File: src/rtl/vppa_regs.svh
// register offsets, field positions and fixed values of the emulated partner ability
// assumes inclusion by the design file, the checker and the bench of this block
`ifndef VPPA_REGS_SVH
`define VPPA_REGS_SVH

`define VPPA_ADV_OFFSET 12'h1D0
`define VPPA_LP_OFFSET 12'h1D4
`define VPPA_ADV_INDEX 5'h04
`define VPPA_LP_INDEX 5'h05

`define VPPA_NP_BIT 15
`define VPPA_ACK_BIT 14
`define VPPA_RF_BIT 13
`define VPPA_ASYM_BIT 11
`define VPPA_SYM_BIT 10
`define VPPA_T4_BIT 9
`define VPPA_ABIL_HI 8
`define VPPA_ABIL_LO 5
`define VPPA_SEL_HI 4
`define VPPA_SEL_LO 0

`define VPPA_SEL_8023 5'h01
`define VPPA_ABIL_10FD 4'h2
`define VPPA_ABIL_100FD 4'h8
`define VPPA_ABIL_10HD 4'h1
`define VPPA_ABIL_100HD 4'h4
`define VPPA_ABIL_NONE 4'h0
`define VPPA_ABIL_ALL 4'hF
`define VPPA_WORD_ZERO 16'h0000
`define VPPA_REG_W 16
`define VPPA_RDATA_ZERO 32'h0000_0000

`define VPPA_SER_IDX_HI 4
`define VPPA_SER_IDX_LO 0
`define VPPA_SER_PAGE_LO 5
`define VPPA_ADDR_HI 11
`define VPPA_SER_PAGE_ZERO 7'h00

`define VPPA_PAUSE_NONE 2'h0
`define VPPA_PAUSE_SYM 2'h1
`define VPPA_PAUSE_ASYM 2'h2
`define VPPA_PAUSE_BOTH 2'h3

`define VPPA_NP_VAL 1'h0
`define VPPA_ACK_VAL 1'h1
`define VPPA_RF_VAL 1'h0
`define VPPA_T4_VAL 1'h0
`define VPPA_RSVD_VAL 1'h0

`endif

File: src/rtl/vppa_pkg.sv
// types shared by the emulated partner ability block
// assumes vppa_regs.svh sits on the include path
package vppa_pkg;

   // straps latched at reset release
   typedef struct packed {
      logic speed;
      logic duplex_pol;
      logic flow_choice;
      logic manual_fc;
   } vppa_strap_type;

   // one management access, either 32-bit view or serial 16-bit view
   typedef struct packed {
      logic rd;
      logic wr;
      logic serial;
      logic [11:0] addr;
      logic [15:0] wdata;
   } vppa_mgmt_req_type;

endpackage : vppa_pkg

File: src/rtl/vppa_partner_ability.sv
// emulated link-partner base-page ability word and the local advertisement word
// assumes the auto-negotiation sequencer pulses an_complete and all inputs are on ref_clk
`timescale 1ns/1ps
`default_nettype none
`include "vppa_regs.svh"

// Functional notes
// - partner ability word is read-only; writes never change it.
// - bit 15 always reads 0, no next page.
// - bit 14 always reads 1, code word acknowledged immediately.
// - bit 13 always reads 0, no remote fault.
// - bit 9 always reads 0, no 100BASE-T4.
// - selector bits 4:0 read fixed 00001.
// - bits 31:16 read zero; serial view is 16 bits wide.
// - partner pause bits follow local pause advertisement per table.
// - both advertised: strap 1 gives both set, else asymmetric only.
// - pause bits computed only at auto-negotiation completion and once just after reset release.
// - pin equals polarity strap: full duplex, 0010 or 1000 by speed strap.
// - pin differs from polarity strap: half duplex, 0001 or 0100.
// - speed and duplex bits also depend on negotiation success.
// - speed, polarity and flow choice straps latched once at reset release.
// - advertisement holds asymmetric pause bit 11, symmetric bit 10, writable.
// - negotiation fails when advertised and partner abilities share no bits.
module vppa_partner_ability
   import vppa_pkg::*;
(
   input wire logic ref_clk, // system clock, 250 MHz
   input wire logic rst, // synchronous reset, active high
   input wire vppa_mgmt_req_type mgmt_req, // management access
   output logic [31:0] mgmt_rdata, // read data, one cycle after rd
   input wire logic port_zero_duplex_pin, // duplex pin level
   input wire logic speed_strap, // speed strap level
   input wire logic duplex_pol_strap, // duplex polarity strap level
   input wire logic flow_choice_strap, // flow-control choice strap level
   input wire logic manual_fc_strap, // manual flow-control strap level
   input wire logic an_complete, // pulse: negotiation process completes
   output logic an_ok // negotiation succeeded
);

   // ==========================================================
   // helpers
   // ==========================================================
   // partner pause bits as {asym, sym} from the local advertisement
   function automatic logic [1:0] pause_of(
      input logic sym, // local symmetric pause
      input logic asym, // local asymmetric pause
      input logic choice // latched flow-control choice strap
   );
      logic [1:0] r;
      r = `VPPA_PAUSE_NONE;
      unique case ({sym, asym})
         2'h0: begin
            r = `VPPA_PAUSE_NONE;
         end
         2'h2: begin
            r = `VPPA_PAUSE_SYM;
         end
         2'h1: begin
            r = `VPPA_PAUSE_BOTH;
         end
         2'h3: begin
            r = choice ? `VPPA_PAUSE_BOTH : `VPPA_PAUSE_ASYM;
         end
      endcase
      return r;
   endfunction : pause_of

   // partner speed and duplex bits from the duplex pin and latched straps
   function automatic logic [3:0] abil_of(
      input logic pin, // duplex pin level
      input logic pol, // latched duplex polarity strap
      input logic spd // latched speed strap
   );
      logic [3:0] r;
      r = `VPPA_ABIL_NONE;
      unique case ({pin == pol, spd})
         2'h3: begin
            r = `VPPA_ABIL_100FD;
         end
         2'h2: begin
            r = `VPPA_ABIL_10FD;
         end
         2'h1: begin
            r = `VPPA_ABIL_100HD;
         end
         2'h0: begin
            r = `VPPA_ABIL_10HD;
         end
      endcase
      return r;
   endfunction : abil_of

   // address match in the 32-bit offset view or the serial index view
   function automatic logic hit(
      input logic [11:0] addr, // management address
      input logic serial, // serial view selected
      input logic [11:0] off, // byte offset of the register
      input logic [4:0] idx // serial index of the register
   );
      logic match;
      match = (addr == off);
      if (serial) begin
         match = (addr[`VPPA_SER_IDX_HI:`VPPA_SER_IDX_LO] == idx)
                 && (addr[`VPPA_ADDR_HI:`VPPA_SER_PAGE_LO] == `VPPA_SER_PAGE_ZERO);
      end
      return match;
   endfunction : hit

   // one 16-bit ability word from its fields; reserved bits read zero
   function automatic logic [15:0] word_of(
      input logic np, // next page
      input logic ack, // acknowledge
      input logic rf, // remote fault
      input logic asym, // asymmetric pause
      input logic sym, // symmetric pause
      input logic t4, // 100BASE-T4
      input logic [3:0] abil, // speed and duplex bits
      input logic [4:0] sel // selector
   );
      logic [15:0] w;
      w = `VPPA_WORD_ZERO;
      w[`VPPA_NP_BIT] = np;
      w[`VPPA_ACK_BIT] = ack;
      w[`VPPA_RF_BIT] = rf;
      w[`VPPA_ASYM_BIT] = asym;
      w[`VPPA_SYM_BIT] = sym;
      w[`VPPA_T4_BIT] = t4;
      w[`VPPA_ABIL_HI:`VPPA_ABIL_LO] = abil;
      w[`VPPA_SEL_HI:`VPPA_SEL_LO] = sel;
      return w;
   endfunction : word_of

   // ==========================================================
   // strap latch at reset release
   // ==========================================================
   logic rst_prev_q, rst_prev_d;
   logic first_q, first_d;
   logic release_now;
   vppa_strap_type strap_q, strap_d;

   assign release_now = rst_prev_q & ~rst;

   always_comb begin
      rst_prev_d = rst;
      first_d = release_now;
      strap_d = strap_q;
      if (release_now) begin
         strap_d.speed = speed_strap;
         strap_d.duplex_pol = duplex_pol_strap;
         strap_d.flow_choice = flow_choice_strap;
         strap_d.manual_fc = manual_fc_strap;
      end
   end

   always_ff @(posedge ref_clk) begin
      if (rst) begin
         rst_prev_q <= 1'b1;
         first_q <= 1'b0;
         strap_q <= '0;
      end else begin
         rst_prev_q <= rst_prev_d;
         first_q <= first_d;
         strap_q <= strap_d;
      end
   end

   // ==========================================================
   // local advertisement word
   // ==========================================================
   logic asym_adv_q, asym_adv_d;
   logic sym_adv_q, sym_adv_d;
   logic [3:0] abil_adv_q, abil_adv_d;
   logic [4:0] sel_adv_q, sel_adv_d;
   logic adv_hit;
   logic lp_hit;
   logic adv_wr;
   logic [15:0] adv_word;

   // one decode per register, shared by the write and read paths
   assign adv_hit = hit(mgmt_req.addr, mgmt_req.serial, `VPPA_ADV_OFFSET, `VPPA_ADV_INDEX);
   assign lp_hit = hit(mgmt_req.addr, mgmt_req.serial, `VPPA_LP_OFFSET, `VPPA_LP_INDEX);
   // only the advertisement decodes writes; the partner word has no write path
   assign adv_wr = mgmt_req.wr & adv_hit;

   always_comb begin
      asym_adv_d = asym_adv_q;
      sym_adv_d = sym_adv_q;
      abil_adv_d = abil_adv_q;
      sel_adv_d = sel_adv_q;
      if (first_q) begin
         // pause advertised unless manual flow control strapped
         asym_adv_d = ~strap_q.manual_fc;
         sym_adv_d = ~strap_q.manual_fc;
      end else if (adv_wr) begin
         asym_adv_d = mgmt_req.wdata[`VPPA_ASYM_BIT];
         sym_adv_d = mgmt_req.wdata[`VPPA_SYM_BIT];
         abil_adv_d = mgmt_req.wdata[`VPPA_ABIL_HI:`VPPA_ABIL_LO];
         sel_adv_d = mgmt_req.wdata[`VPPA_SEL_HI:`VPPA_SEL_LO];
      end
   end

   always_ff @(posedge ref_clk) begin
      if (rst) begin
         asym_adv_q <= 1'b0;
         sym_adv_q <= 1'b0;
         abil_adv_q <= `VPPA_ABIL_ALL;
         sel_adv_q <= `VPPA_SEL_8023;
      end else begin
         asym_adv_q <= asym_adv_d;
         sym_adv_q <= sym_adv_d;
         abil_adv_q <= abil_adv_d;
         sel_adv_q <= sel_adv_d;
      end
   end

   assign adv_word = word_of(`VPPA_NP_VAL, `VPPA_RSVD_VAL, `VPPA_RF_VAL, asym_adv_q,
                             sym_adv_q, `VPPA_T4_VAL, abil_adv_q, sel_adv_q);

   // ==========================================================
   // negotiation outcome
   // ==========================================================
   logic [1:0] lp_pause_q, lp_pause_d;
   logic an_ok_q, an_ok_d;
   logic an_run;
   logic [3:0] live_abil;

   assign an_run = first_q | an_complete;
   assign live_abil = abil_of(port_zero_duplex_pin, strap_q.duplex_pol, strap_q.speed);

   always_comb begin
      lp_pause_d = lp_pause_q;
      an_ok_d = an_ok_q;
      if (an_run) begin
         lp_pause_d = pause_of(sym_adv_q, asym_adv_q, strap_q.flow_choice);
         an_ok_d = (abil_adv_q & live_abil) != `VPPA_ABIL_NONE;
      end
   end

   always_ff @(posedge ref_clk) begin
      if (rst) begin
         lp_pause_q <= `VPPA_PAUSE_NONE;
         an_ok_q <= 1'b0;
      end else begin
         lp_pause_q <= lp_pause_d;
         an_ok_q <= an_ok_d;
      end
   end

   assign an_ok = an_ok_q;

   // ==========================================================
   // partner ability word and read path
   // ==========================================================
   logic [15:0] lp_word;
   logic [31:0] rdata_q, rdata_d;

   assign lp_word = word_of(`VPPA_NP_VAL,
                            `VPPA_ACK_VAL,
                            `VPPA_RF_VAL,
                            lp_pause_q[1],
                            lp_pause_q[0],
                            `VPPA_T4_VAL,
                            an_ok_q ? live_abil : `VPPA_ABIL_NONE,
                            `VPPA_SEL_8023);

   // registered read data; a read in a write cycle returns the old value
   always_comb begin
      rdata_d = rdata_q;
      if (mgmt_req.rd) begin
         rdata_d = `VPPA_RDATA_ZERO;
         if (lp_hit) begin
            rdata_d[`VPPA_REG_W-1:0] = lp_word;
         end else if (adv_hit) begin
            rdata_d[`VPPA_REG_W-1:0] = adv_word;
         end
      end
   end

   always_ff @(posedge ref_clk) begin
      if (rst) begin
         rdata_q <= `VPPA_RDATA_ZERO;
      end else begin
         rdata_q <= rdata_d;
      end
   end

   assign mgmt_rdata = rdata_q;

   // ==========================================================
   // elaboration checks on the field layout
   // ==========================================================
   if (`VPPA_ABIL_HI - `VPPA_ABIL_LO + 1 != $bits(abil_adv_q)) begin : g_bad_abil
      $error("ability field width does not match its register");
   end
   if (`VPPA_SEL_HI - `VPPA_SEL_LO + 1 != $bits(sel_adv_q)) begin : g_bad_sel
      $error("selector field width does not match its register");
   end
   if (`VPPA_NP_BIT >= `VPPA_REG_W || $bits(lp_word) != `VPPA_REG_W) begin : g_bad_word
      $error("field layout does not fit the serial register width");
   end
   if ($bits(mgmt_rdata) < `VPPA_REG_W) begin : g_bad_rdata
      $error("read data narrower than one register");
   end

endmodule : vppa_partner_ability
`default_nettype wire

File: config.mk
export PLATFORM = sky130hd
export DESIGN_NAME = vppa_partner_ability
export DESIGN_NICKNAME = d
export VERILOG_FILES = /design/src/rtl/vppa_pkg.sv /design/src/rtl/vppa_partner_ability.sv
export VERILOG_INCLUDE_DIRS = /design/src /design/src/rtl
export SDC_FILE = /design/constraint.sdc
export NUM_CORES = 1
export LEC_CHECK = 0
export BUFFER_PORTS_ARGS = -buffer_cell sky130_fd_sc_hd__buf_2
export CORE_MARGIN = 2
export CORE_UTILIZATION = 48
export CTS_BUF_LIST = sky130_fd_sc_hd__clkbuf_4
export CTS_CLUSTER_SIZE = 10
export DETAILED_ROUTE_END_ITERATION = 10
export HOLD_SLACK_MARGIN = 0.03
export PLACE_DENSITY = 0.85
export SYNTH_ARGS = -nofsm -noshare
export SYNTH_HDL_FRONTEND = slang
export SYNTH_SLANG_ARGS = --single-unit
File: constraint.sdc
create_clock -name ref_clk -period 2.2 [get_ports ref_clk]
set_input_delay 0.44 -clock ref_clk [delete_from_list [all_inputs] [get_ports ref_clk]]
set_output_delay 0.44 -clock ref_clk [all_outputs]
set_load 0.01 [all_outputs]
==> results of run 1 <==
metrics by stage:
stage          util [%]  total power (W)  setup slack, ns  std cells  area, sq um
6_report          59.43         0.001055           0.4032        259         1814
5_1_grt           59.43         0.001107           0.2935        259         1814
4_1_cts           59.43         0.001067           0.3996        259         1814
3_5_place_dp      57.58        0.0007322          0.03689        251         1758
3_3_place_gp      57.58        0.0007287          0.08122        251         1758
2_1_floorplan         -        0.0007108           0.2429        183         1610
cell families (layout without fill, tap and decap cells):
logic type	count (synthesis)	in the layout	share of synthesized area, %
buffers and inverters	28	60	12.19
other	1	20	0.2437
xor gates and xnor gates	1	1	0.5692
DFF	32	32	41.63
muxes	12	12	8.781
AOI/OAI and AO/OA	33	33	18.05
and+or+nand+nor	57	57	18.54
synthesized netlist by cell type (2+ instances only):
cell type	instances
nor2_1	26
nand4_1	2
a211oi_1	2
o21a_1	2
nand3_1	3
a22oi_1	5
inv_1	2
o21ai_0	4
buf_4	20
a21oi_1	4
mux2_2	2
clkbuf_1	4
mux2i_1	9
a211o_1	5
nor3_1	2
dfxtp_1	32
a2111oi_2	2
nor2b_1	8
nand2_1	7
a32oi_1	3
area by class of cell:
| type | instances | area (sq um) |
|---|---|---|
| Clock inverter | 1 | 3.754 |
| Timing Repair Buffer | 50 | 272.8 |
| Inverter | 2 | 7.507 |
| Sequential cell | 32 | 640.6 |
| Multi-Input combinational cell | 123 | 782.0 |
| Fill cell | 307 | 1239 |
| Tap cell | 44 | 55.05 |
| Clock buffer | 7 | 52.55 |
cells in the final DEF (no fill, tap or decap), drive strengths merged, types with 5 or more instances in the layout:
cell type and count:
mux2i 9, a211o 5, buf 50, clkbuf 7
nor2 26, a21oi 5, a22oi 5, conb 20
nand2 8, nor2b 8, dfxtp 32
state kept, by name, indices dropped and copies added, names as in the netlist:
signal	flops
sel_adv_q	5
an_ok	1
strap_q	4
rst_prev_q	1
abil_adv_q	4
mgmt_rdata	12
lp_pause_q	2
sym_adv_q	1
first_q	1
asym_adv_q	1
final timing paths:
| path | startpoint | endpoint | cells past startpoint |
|---|---|---|---|
| max reg2reg | strap_q[2] | an_ok | 3 |
| min | mgmt_req[0] | sel_adv_q[0] | 2 |
| min reg2reg | mgmt_rdata[11] | mgmt_rdata[11] | 2 |
| max | mgmt_req[22] | sym_adv_q | 6 |
routing by layer:
metal	share of wire (%)	track usage, %	vias up
li1	-	-	644
met1	43	23.05	576
met2	44	26.73	63
met3	11	6.823	9
met4	2.2	8.385	0
met5	0	0	-
where the power goes:
part / internal [W] / leakage (nW) / switching [W]
combinational: 0.0000473 / 0.474 / 0.0000648
sequential: 0.000593 / 0.261 / 0.0000130
clock: 0.000147 / 0.0338 / 0.000189
total: 0.000788 / 0.769 / 0.000267
==> impl_metrics.csv, run 1 <==
group,metric,value,unit
timing,layout_min_cycle_time,1.797,ns
clock_tree,cts_sinks,32,
cells_and_area,layout.nets,253,
setup_path,worstPathMaxFanout,5,
setup_path,worst-r2r-setup-slack,0.65,ns
routing,routed_wl,3.056,mm
timing,drv_slew,0,
flow_run,cap_violations,0,
timing,setup_violations,0,
setup_path,crit_family,"compound AO/OA/AOI/OAI gates",
timing,whs,0.3096,ns
status,status,"complete, no violations",
timing,fin_worst_skew,0.003773,ns
timing,fin_crit_sh,81.67,%
yosys,yosysTopAreaCellShare,41.63,%
routing,vias_per_cell,4.988,
timing,fmax,556.5,MHz
timing,hold_viol,0,
yosys,synth_top_cell_by_area,"dfxtp_1",
yosys,async_flop_share,0,%
setup_path,arrival,2.03,ns
setup_path,critPathLaunchType,"primary input",
global_routing,grt_pass1_vias,1107,
clock_tree,cts-resized-gates,0,
global_routing,track_usage,17.95,%
pwr,vdd_drop_max,0.4289,mV
cells_and_area,drive_above_1_share,31.63,%
global_routing,gr-total-overflow,0,
pwr,power.leakage,0.7690,nW
clock_tree,clk_path_buf_depth,2,
floorplanning,die_h,60.63,um
floorplanning,core_area,0.003053,sq mm
setup_path,crit_type,"in2reg",
setup_path,cp-end-kind,"flop",
floorplanning,design.die.area,0.003675,sq mm
timing,worst_pin_slew,0.5320,ns
yosys,yosysWarnings,0,
yosys,syn_avg_cell_area,9.384,sq um
clock_tree,cts_made_buffers,5,
timing,relSlewSlack,64.53,%
routing,drt_pre_antenna_iters,4,
yosys,synth_ff_type,"dfxtp_1",
pwr,power.density,581.5,mW/mm^2
floorplanning,ioPinCount,72,
setup_path,cp_num_buf_inv,1,
clock_tree,cts_htree_levels,2,
timing,setup_tns,0,ns
yosys,seq_area_frac_synth,41.63,%
cells_and_area,diodes,0,
clock_tree,clock_latency,0.33,ns
yosys,synth_edf_count,0,
setup_path,crit_slowest_cell,"a2111oi_2",
cells_and_area,syn2layout_area_growth,17.89,%
routing,wl_per_cell,11.80,um
global_routing,grt_first_pass_wirelength,4.830,mm
setup_path,required,2.43,ns
clock_tree,ctsHoldBuffers,0,
clock_tree,postCtsSetupRepairBufs,0,
setup_path,slowest_delay,0.49,ns
global_routing,grt_max_degree,32,
placement,numPortBuffers,46,
floorplanning,die_w,60.63,um
routing,route.detailed.drc,0,
setup_path,worstPathCellList,"buf_2 -> and4bb_2 -> nand2_1 -> a2111oi_2 -> mux2_2 -> o21a_1",
yosys,synth_area,0.001539,sq mm
yosys,synth_area_leaders,"dfxtp_1 42%, buf_4 9.8%, nor2_1 6.3%",
yosys,synth_cell_types,40,
placement,dp_hpwl,2.309,mm
routing,vias,1292,
floorplanning,num_rows,20,
yosys,synth_cells,164,
routing,drt-initial-drc-count,56,
floorplanning,initial_core_util,50.41,%
timing,rsz0062_at_grt,"no",
placement,place_congestion,0.7800,
clock_tree,clk_root_buffer_cell,"clkbuf_4",
global_routing,antenna_found_initial,0,
clock_tree,path_clk_slew,0.09,ns
clock_tree,cts_tree,"built",
yosys,ys_ff_latch,32,
routing,ant_nets,0,
worst_hold_path,hold_class,"in2reg",
Note: power is estimated with default switching activity, not from simulation.
==> inputs of run 2 (changes only) <==
Settings changed: ABC_AREA set to 1, CORE_UTILIZATION 48 to 44, PLACE_DENSITY 0.85 to 0.81.
Clock period 2.2 ns to 1.5 ns, I/O delays scaled along.
==> impl_metrics.csv, run 2 <==
group,metric,value,unit
yosys,syn_avg_cell_area,6.655,sq um
cells_and_area,largest_reg_flops,12,
routing,route.detailed.drc,0,
cells_and_area,fillers,378,
setup_path,required,1.20,ns
setup_path,cp_num_buf_inv,1,
setup_path,crit_slowest_cell,"dfxtp_1",
pwr,vdd_drop_max,0.9462,mV
routing,vias_per_cell,4.507,
clock_tree,clk_path_buf_depth,2,
timing,fin_worst_skew,0.007260,ns
pwr,power.density,893.1,mW/mm^2
cells_and_area,mostFrequentLayoutCells,"61 x nand2_1, 46 x buf_2, 40 x nor2_1, 32 x dfxtp_1, 30 x inv_1",
timing,fin_crit_sh,81.76,%
setup_path,r2r_cells,8,
routing,routed_wl,3.320,mm
setup_path,path_depth,1,
placement,dp_hpwl,2.475,mm
yosys,synth_edf_count,0,
clock_tree,cts_htree_levels,2,
yosys,async_flop_share,0,%
timing,fin_ws,0.2736,ns
cells_and_area,multi_input_area,778.2,sq um
timing,drv_slew,0,
floorplanning,ioPinCount,72,
floorplanning,die_h,65.25,um
timing,layout_min_cycle_time,1.226,ns
clock_tree,postCtsSetupRepairBufs,0,
worst_hold_path,min_from,"mgmt_req[0]",
clock_tree,cts_tree,"built",
global_routing,track_usage,16.76,%
placement,place_congestion,0.8373,
yosys,ys_ff_latch,32,
timing,rsz0062_at_grt,"no",
pwr,power.leakage,1.051,nW
global_routing,grt_pass1_vias,1372,
floorplanning,num_rows,22,
cells_and_area,final_common_cell,"nand2_1",
yosys,synth_area_leaders,"dfxtp_1 39%, nand2_1 14%, buf_4 9.6%",
yosys,synth_cells,248,
placement,numPortBuffers,46,
timing,fmax,815.4,MHz
global_routing,grt_first_pass_wirelength,5.526,mm
cells_and_area,diodes,0,
timing,hold_viol,0,
routing,drt-initial-drc-count,26,
clock_tree,cts_made_buffers,5,
clock_tree,cts-resized-gates,0,
placement,dp_slack,-0.007534,ns
clock_tree,clk_root_buffer_cell,"clkbuf_4",
setup_path,slowest_delay,0.42,ns
yosys,yosysWarnings,0,
clock_tree,ctsHoldBuffers,0,
cells_and_area,seq_area,640.6,sq um
clock_tree,clock_latency,0.34,ns
yosys,synth_common_cells,"61 x nand2_1, 40 x nor2_1, 32 x dfxtp_1",
routing,wl_per_cell,9.623,um
global_routing,grt_max_degree,17,
yosys,yosysTopAreaCellShare,38.82,%
worst_hold_path,hold_class,"in2reg",
yosys,seq_area_frac_synth,38.82,%
yosys,synth_area,0.001650,sq mm
pwr,power,0.001714,W
setup_path,worstReg2RegEnd,"mgmt_rdata[8]",
yosys,synth_top_cell_by_area,"dfxtp_1",
cells_and_area,drive_above_1_share,22.22,%
setup_path,critPathLaunchType,"flop",
setup_path,arrival,0.93,ns
setup_path,worst-r2r-setup-slack,0.29,ns
yosys,synth_ff_type,"dfxtp_1",
setup_path,r2r-start,"strap_q[2]",
setup_path,worstPathMaxFanout,6,
floorplanning,initial_core_util,45.42,%
routing,drt_pre_antenna_iters,4,
setup_path,crit_family,"flip-flops",
setup_path,critPathCapture,"an_ok",
yosys,synth.most_common_cell,"nand2_1",
cells_and_area,syn2layout_area_growth,16.30,%
clock_tree,path_clk_slew,0.10,ns
status,status,"complete, no violations",
floorplanning,core_area,0.003633,sq mm
routing,ant_nets,0,
setup_path,cp-end-kind,"output pin",
global_routing,antenna_found_initial,0,
global_routing,gr-total-overflow,0,
floorplanning,design.die.area,0.004257,sq mm
setup_path,crit_type,"reg2out",
routing,vias,1555,
clock_tree,cts_sinks,32,
setup_path,worstPathCellList,"buf_2",
flow_run,cap_violations,0,
cells_and_area,layout.nets,335,
timing,setup_violations,0,
floorplanning,die_w,65.25,um
setup_path,setup.worst_path.start,"an_ok",
yosys,synth_cell_types,21,
[run 2: cells by family after synthesis]
group	share of synthesized area (%)
and+or+nand+nor	36.54
buffers and inverters	18.35
DFF	38.82
AOI/OAI and AO/OA	6.065
other	0.2272
[run 2: metrics by stage]
step                       TNS (ns)  instance area [sq um]  hold slack (ns)  utilization [%]  std cells
after global routing              0                   1919           0.1556            52.82        345
after CTS                         0                   1919           0.1551            52.82        345
after global placement            0                   1844           0.4457            50.76        337
after floorplan                   0                   1722           0.3277                -        267
final                             0                   1919           0.1627            52.82        345
after detailed placement  -0.007534                   1844           0.4535            50.76        337
[run 2: how the worst min path moves through the flow]
stage,depth (start not counted),end,slack [ns]
final,3,sel_adv_q[0],0.16
after global routing,3,abil_adv_q[2],0.16
after CTS,3,abil_adv_q[0],0.16
after detailed placement,2,lp_pause_q[1],0.45
after global placement,2,lp_pause_q[1],0.45
after floorplan,0,rst_prev_q,0.33
[run 2: worst register-to-register path, cell delays in order (launching register included)]
cell and delay, ns:
dfxtp_1 0.33, or2_2 0.29, nand2_1 0.09, inv_1 0.06
nor2_1 0.12, nand3_1 0.09, nand3_1 0.09, nand2_1 0.06
inv_1 0.05
[run 2: final cells by class]
cell class	instances	share of cell area [%]
multi-input combinational	178	40.55
clock buffer	5	1.956
inverter	30	5.867
timing repair buffer	49	13.17
sequential	32	33.38
tap	48	3.129
clock inverter	3	1.956
[run 2: routing by layer]
layer | wire length [um] | GRT usage [%] | share of wire (%)
met5 | 0 | 0 | 0
met4 | 47 | 6.510 | 1.4
met3 | 305 | 6.164 | 9.2
met2 | 1520 | 27.93 | 46
met1 | 1446 | 19.51 | 44
[run 2: power by group]
part / internal [W] / switching (W) / total [W]
combinational: 0.0000748 / 0.000126 / 0.000200
sequential: 0.000874 / 0.0000173 / 0.000892
clock: 0.000340 / 0.000282 / 0.000622
total: 0.00129 / 0.000425 / 0.00171
==> inputs of run 3 (changes only) <==
Settings changed: CORE_UTILIZATION 44 to 49, PLACE_DENSITY 0.81 to 0.85.
Clock period 1.5 ns to 1.2 ns, I/O delays scaled along.
==> impl_metrics.csv, run 3 (synthesis gave the netlist of run 2 again) <==
group,metric,value,unit
worst_hold_path,min_to,"abil_adv_q[2]",
cells_and_area,layout.nets,340,
routing,route.detailed.drc,0,
pwr,power.density,1006,mW/mm^2
setup_path,cp-end-kind,"flop",
timing,rsz0062_at_grt,"yes",
routing,wl_per_cell,9.836,um
timing,fmax,877.4,MHz
worst_hold_path,min_from,"mgmt_req[7]",
cells_and_area,multi_input_area,808.3,sq um
pwr,power.leakage,1.068,nW
timing,setup_violations,0,
setup_path,crit_slowest_cell,"dfxtp_2",
setup_path,cp_common_cell,"nor2_1",
routing,drt-initial-drc-count,49,
global_routing,grt_pass1_vias,1347,
setup_path,slowest_delay,0.33,ns
worst_hold_path,hold_class,"in2reg",
cells_and_area,fillers,305,
setup_path,r2r_cells,8,
setup_path,r2r-start,"strap_q[2]",
timing,layout_min_cycle_time,1.140,ns
setup_path,worstPathCellList,"or2_4 -> nand2_4 -> inv_4 -> nor2_4 -> nand2_1 -> nand4_1 -> nor2_1 -> nor2_1",
global_routing,grt_max_degree,17,
routing,vias,1570,
clock_tree,cts_made_buffers,5,
routing,vias_per_cell,4.524,
flow_run,cap_violations,0,
cells_and_area,seq_area,643.1,sq um
timing,fin_crit_sh,94.98,%
setup_path,arrival,1.42,ns
setup_path,cp_num_buf_inv,1,
placement,place_congestion,0.8797,
floorplanning,core_area,0.003284,sq mm
global_routing,grt_first_pass_wirelength,5.147,mm
worst_hold_path,hold_depth,3,
cells_and_area,mostFrequentLayoutCells,"60 x nand2_1, 46 x buf_2, 36 x nor2_1, 30 x dfxtp_1, 29 x inv_1",
cells_and_area,syn2layout_area_growth,19.03,%
setup_path,crit_type,"reg2reg",
cells_and_area,diodes,0,
placement,dp_hpwl,2.603,mm
status,status,"complete, no violations",
setup_path,required,1.48,ns
timing,hold_viol,0,
routing,drt_pre_antenna_iters,4,
timing,drv_slew,0,
cells_and_area,fin_util,59.81,%
cells_and_area,final_common_cell,"nand2_1",
setup_path,worst-r2r-setup-slack,0.06,ns
clock_tree,postCtsSetupRepairBufs,0,
clock_tree,ctsHoldBuffers,0,
setup_path,crit_family,"simple AND/OR/NAND/NOR gates",
floorplanning,ioPinCount,72,
clock_tree,cts_htree_levels,2,
clock_tree,cts_tree,"built",
setup_path,critPathLaunchType,"flop",
routing,ant_nets,0,
cells_and_area,drive_above_1_share,26.58,%
floorplanning,initial_core_util,50.25,%
setup_path,worstReg2RegEnd,"an_ok",
routing,routed_wl,3.413,mm
global_routing,track_usage,18.54,%
global_routing,gr-total-overflow,0,
floorplanning,design.die.area,0.003848,sq mm
floorplanning,die_h,62.04,um
clock_tree,cts_sinks,32,
placement,dp_cells,340,
clock_tree,path_clk_slew,0.09,ns
global_routing,antenna_found_initial,0,
timing,fin_worst_skew,0.008840,ns
timing,whs,0.1040,ns
setup_path,worstPathMaxFanout,3,
clock_tree,clk_root_buffer_cell,"clkbuf_4",
floorplanning,num_rows,21,
clock_tree,clk_path_buf_depth,2,
cells_and_area,largest_reg_flops,12,
cells_and_area,final_cells,347,
floorplanning,die_w,62.04,um
clock_tree,clock_latency,0.33,ns
placement,numPortBuffers,46,
pwr,vdd_drop_max,0.8269,mV
run 3: where the power goes:
part	leakage, nW	total [W]	internal (W)	switching, W
sequential	0.262	0.00112	0.00109	0.0000235
clock	0.0315	0.000576	0.000238	0.000338
combinational	0.775	0.000283	0.000111	0.000172
total	1.07	0.00198	0.00144	0.000533
run 3: area by class of cell:
type                            instances  share of cell area [%]
Multi-Input combinational cell        178                   41.15
Sequential cell                        32                   32.74
Timing Repair Buffer                   54                   14.78
Inverter                               30                   5.860
Tap cell                               46                   2.930
Clock buffer                            6                   2.293
Clock inverter                          1                  0.2548
run 3: per-stage QoR:
stage | cell area (sq um) | total power [W] | setup TNS [ns] | setup WS [ns]
floorplan | 1722 | 0.001338 | 0 | 0.03917
global placement | 1879 | 0.001393 | -2.707 | -0.1766
detailed placement | 1879 | 0.001401 | -3.105 | -0.1986
CTS | 1934 | 0.001984 | 0 | 0.002421
global route | 1964 | 0.002076 | -0.02131 | -0.02131
finish | 1964 | 0.001976 | 0 | 0.06024
run 3: worst reg2reg max path, cell delays in order, from the launching register on:
cell	delay, ns
dfxtp_2	0.33
or2_4	0.25
nand2_4	0.10
inv_4	0.05
nor2_4	0.10
nand2_1	0.07
nand4_1	0.07
nor2_1	0.05
nor2_1	0.07
run 3: worst max path at each step:
stage	start	to	slack [ns]	cells after the start
after floorplan	mgmt_req[25]	abil_adv_q[0]	0.04	9
after global placement	mgmt_req[25]	abil_adv_q[2]	-0.18	10
after detailed placement	mgmt_req[25]	abil_adv_q[3]	-0.20	10
after CTS	strap_q[2]	mgmt_rdata[8]	0.002	8
after global routing	strap_q[2]	an_ok	-0.02	7
final	strap_q[2]	an_ok	0.06	8
run 3: layer usage:
metal,track usage [%],vias up,wire length [um]
met4,10.03,0,70
li1,-,827,-
met2,32.59,49,1630
met3,5.797,8,228
met5,0,-,0
met1,19.57,686,1483
run 3: what timing repair did:
item	4_1_cts	5_1_grt
endpoints found under the setup margin	3	4
resized for setup	2	11
pin swaps	0	4
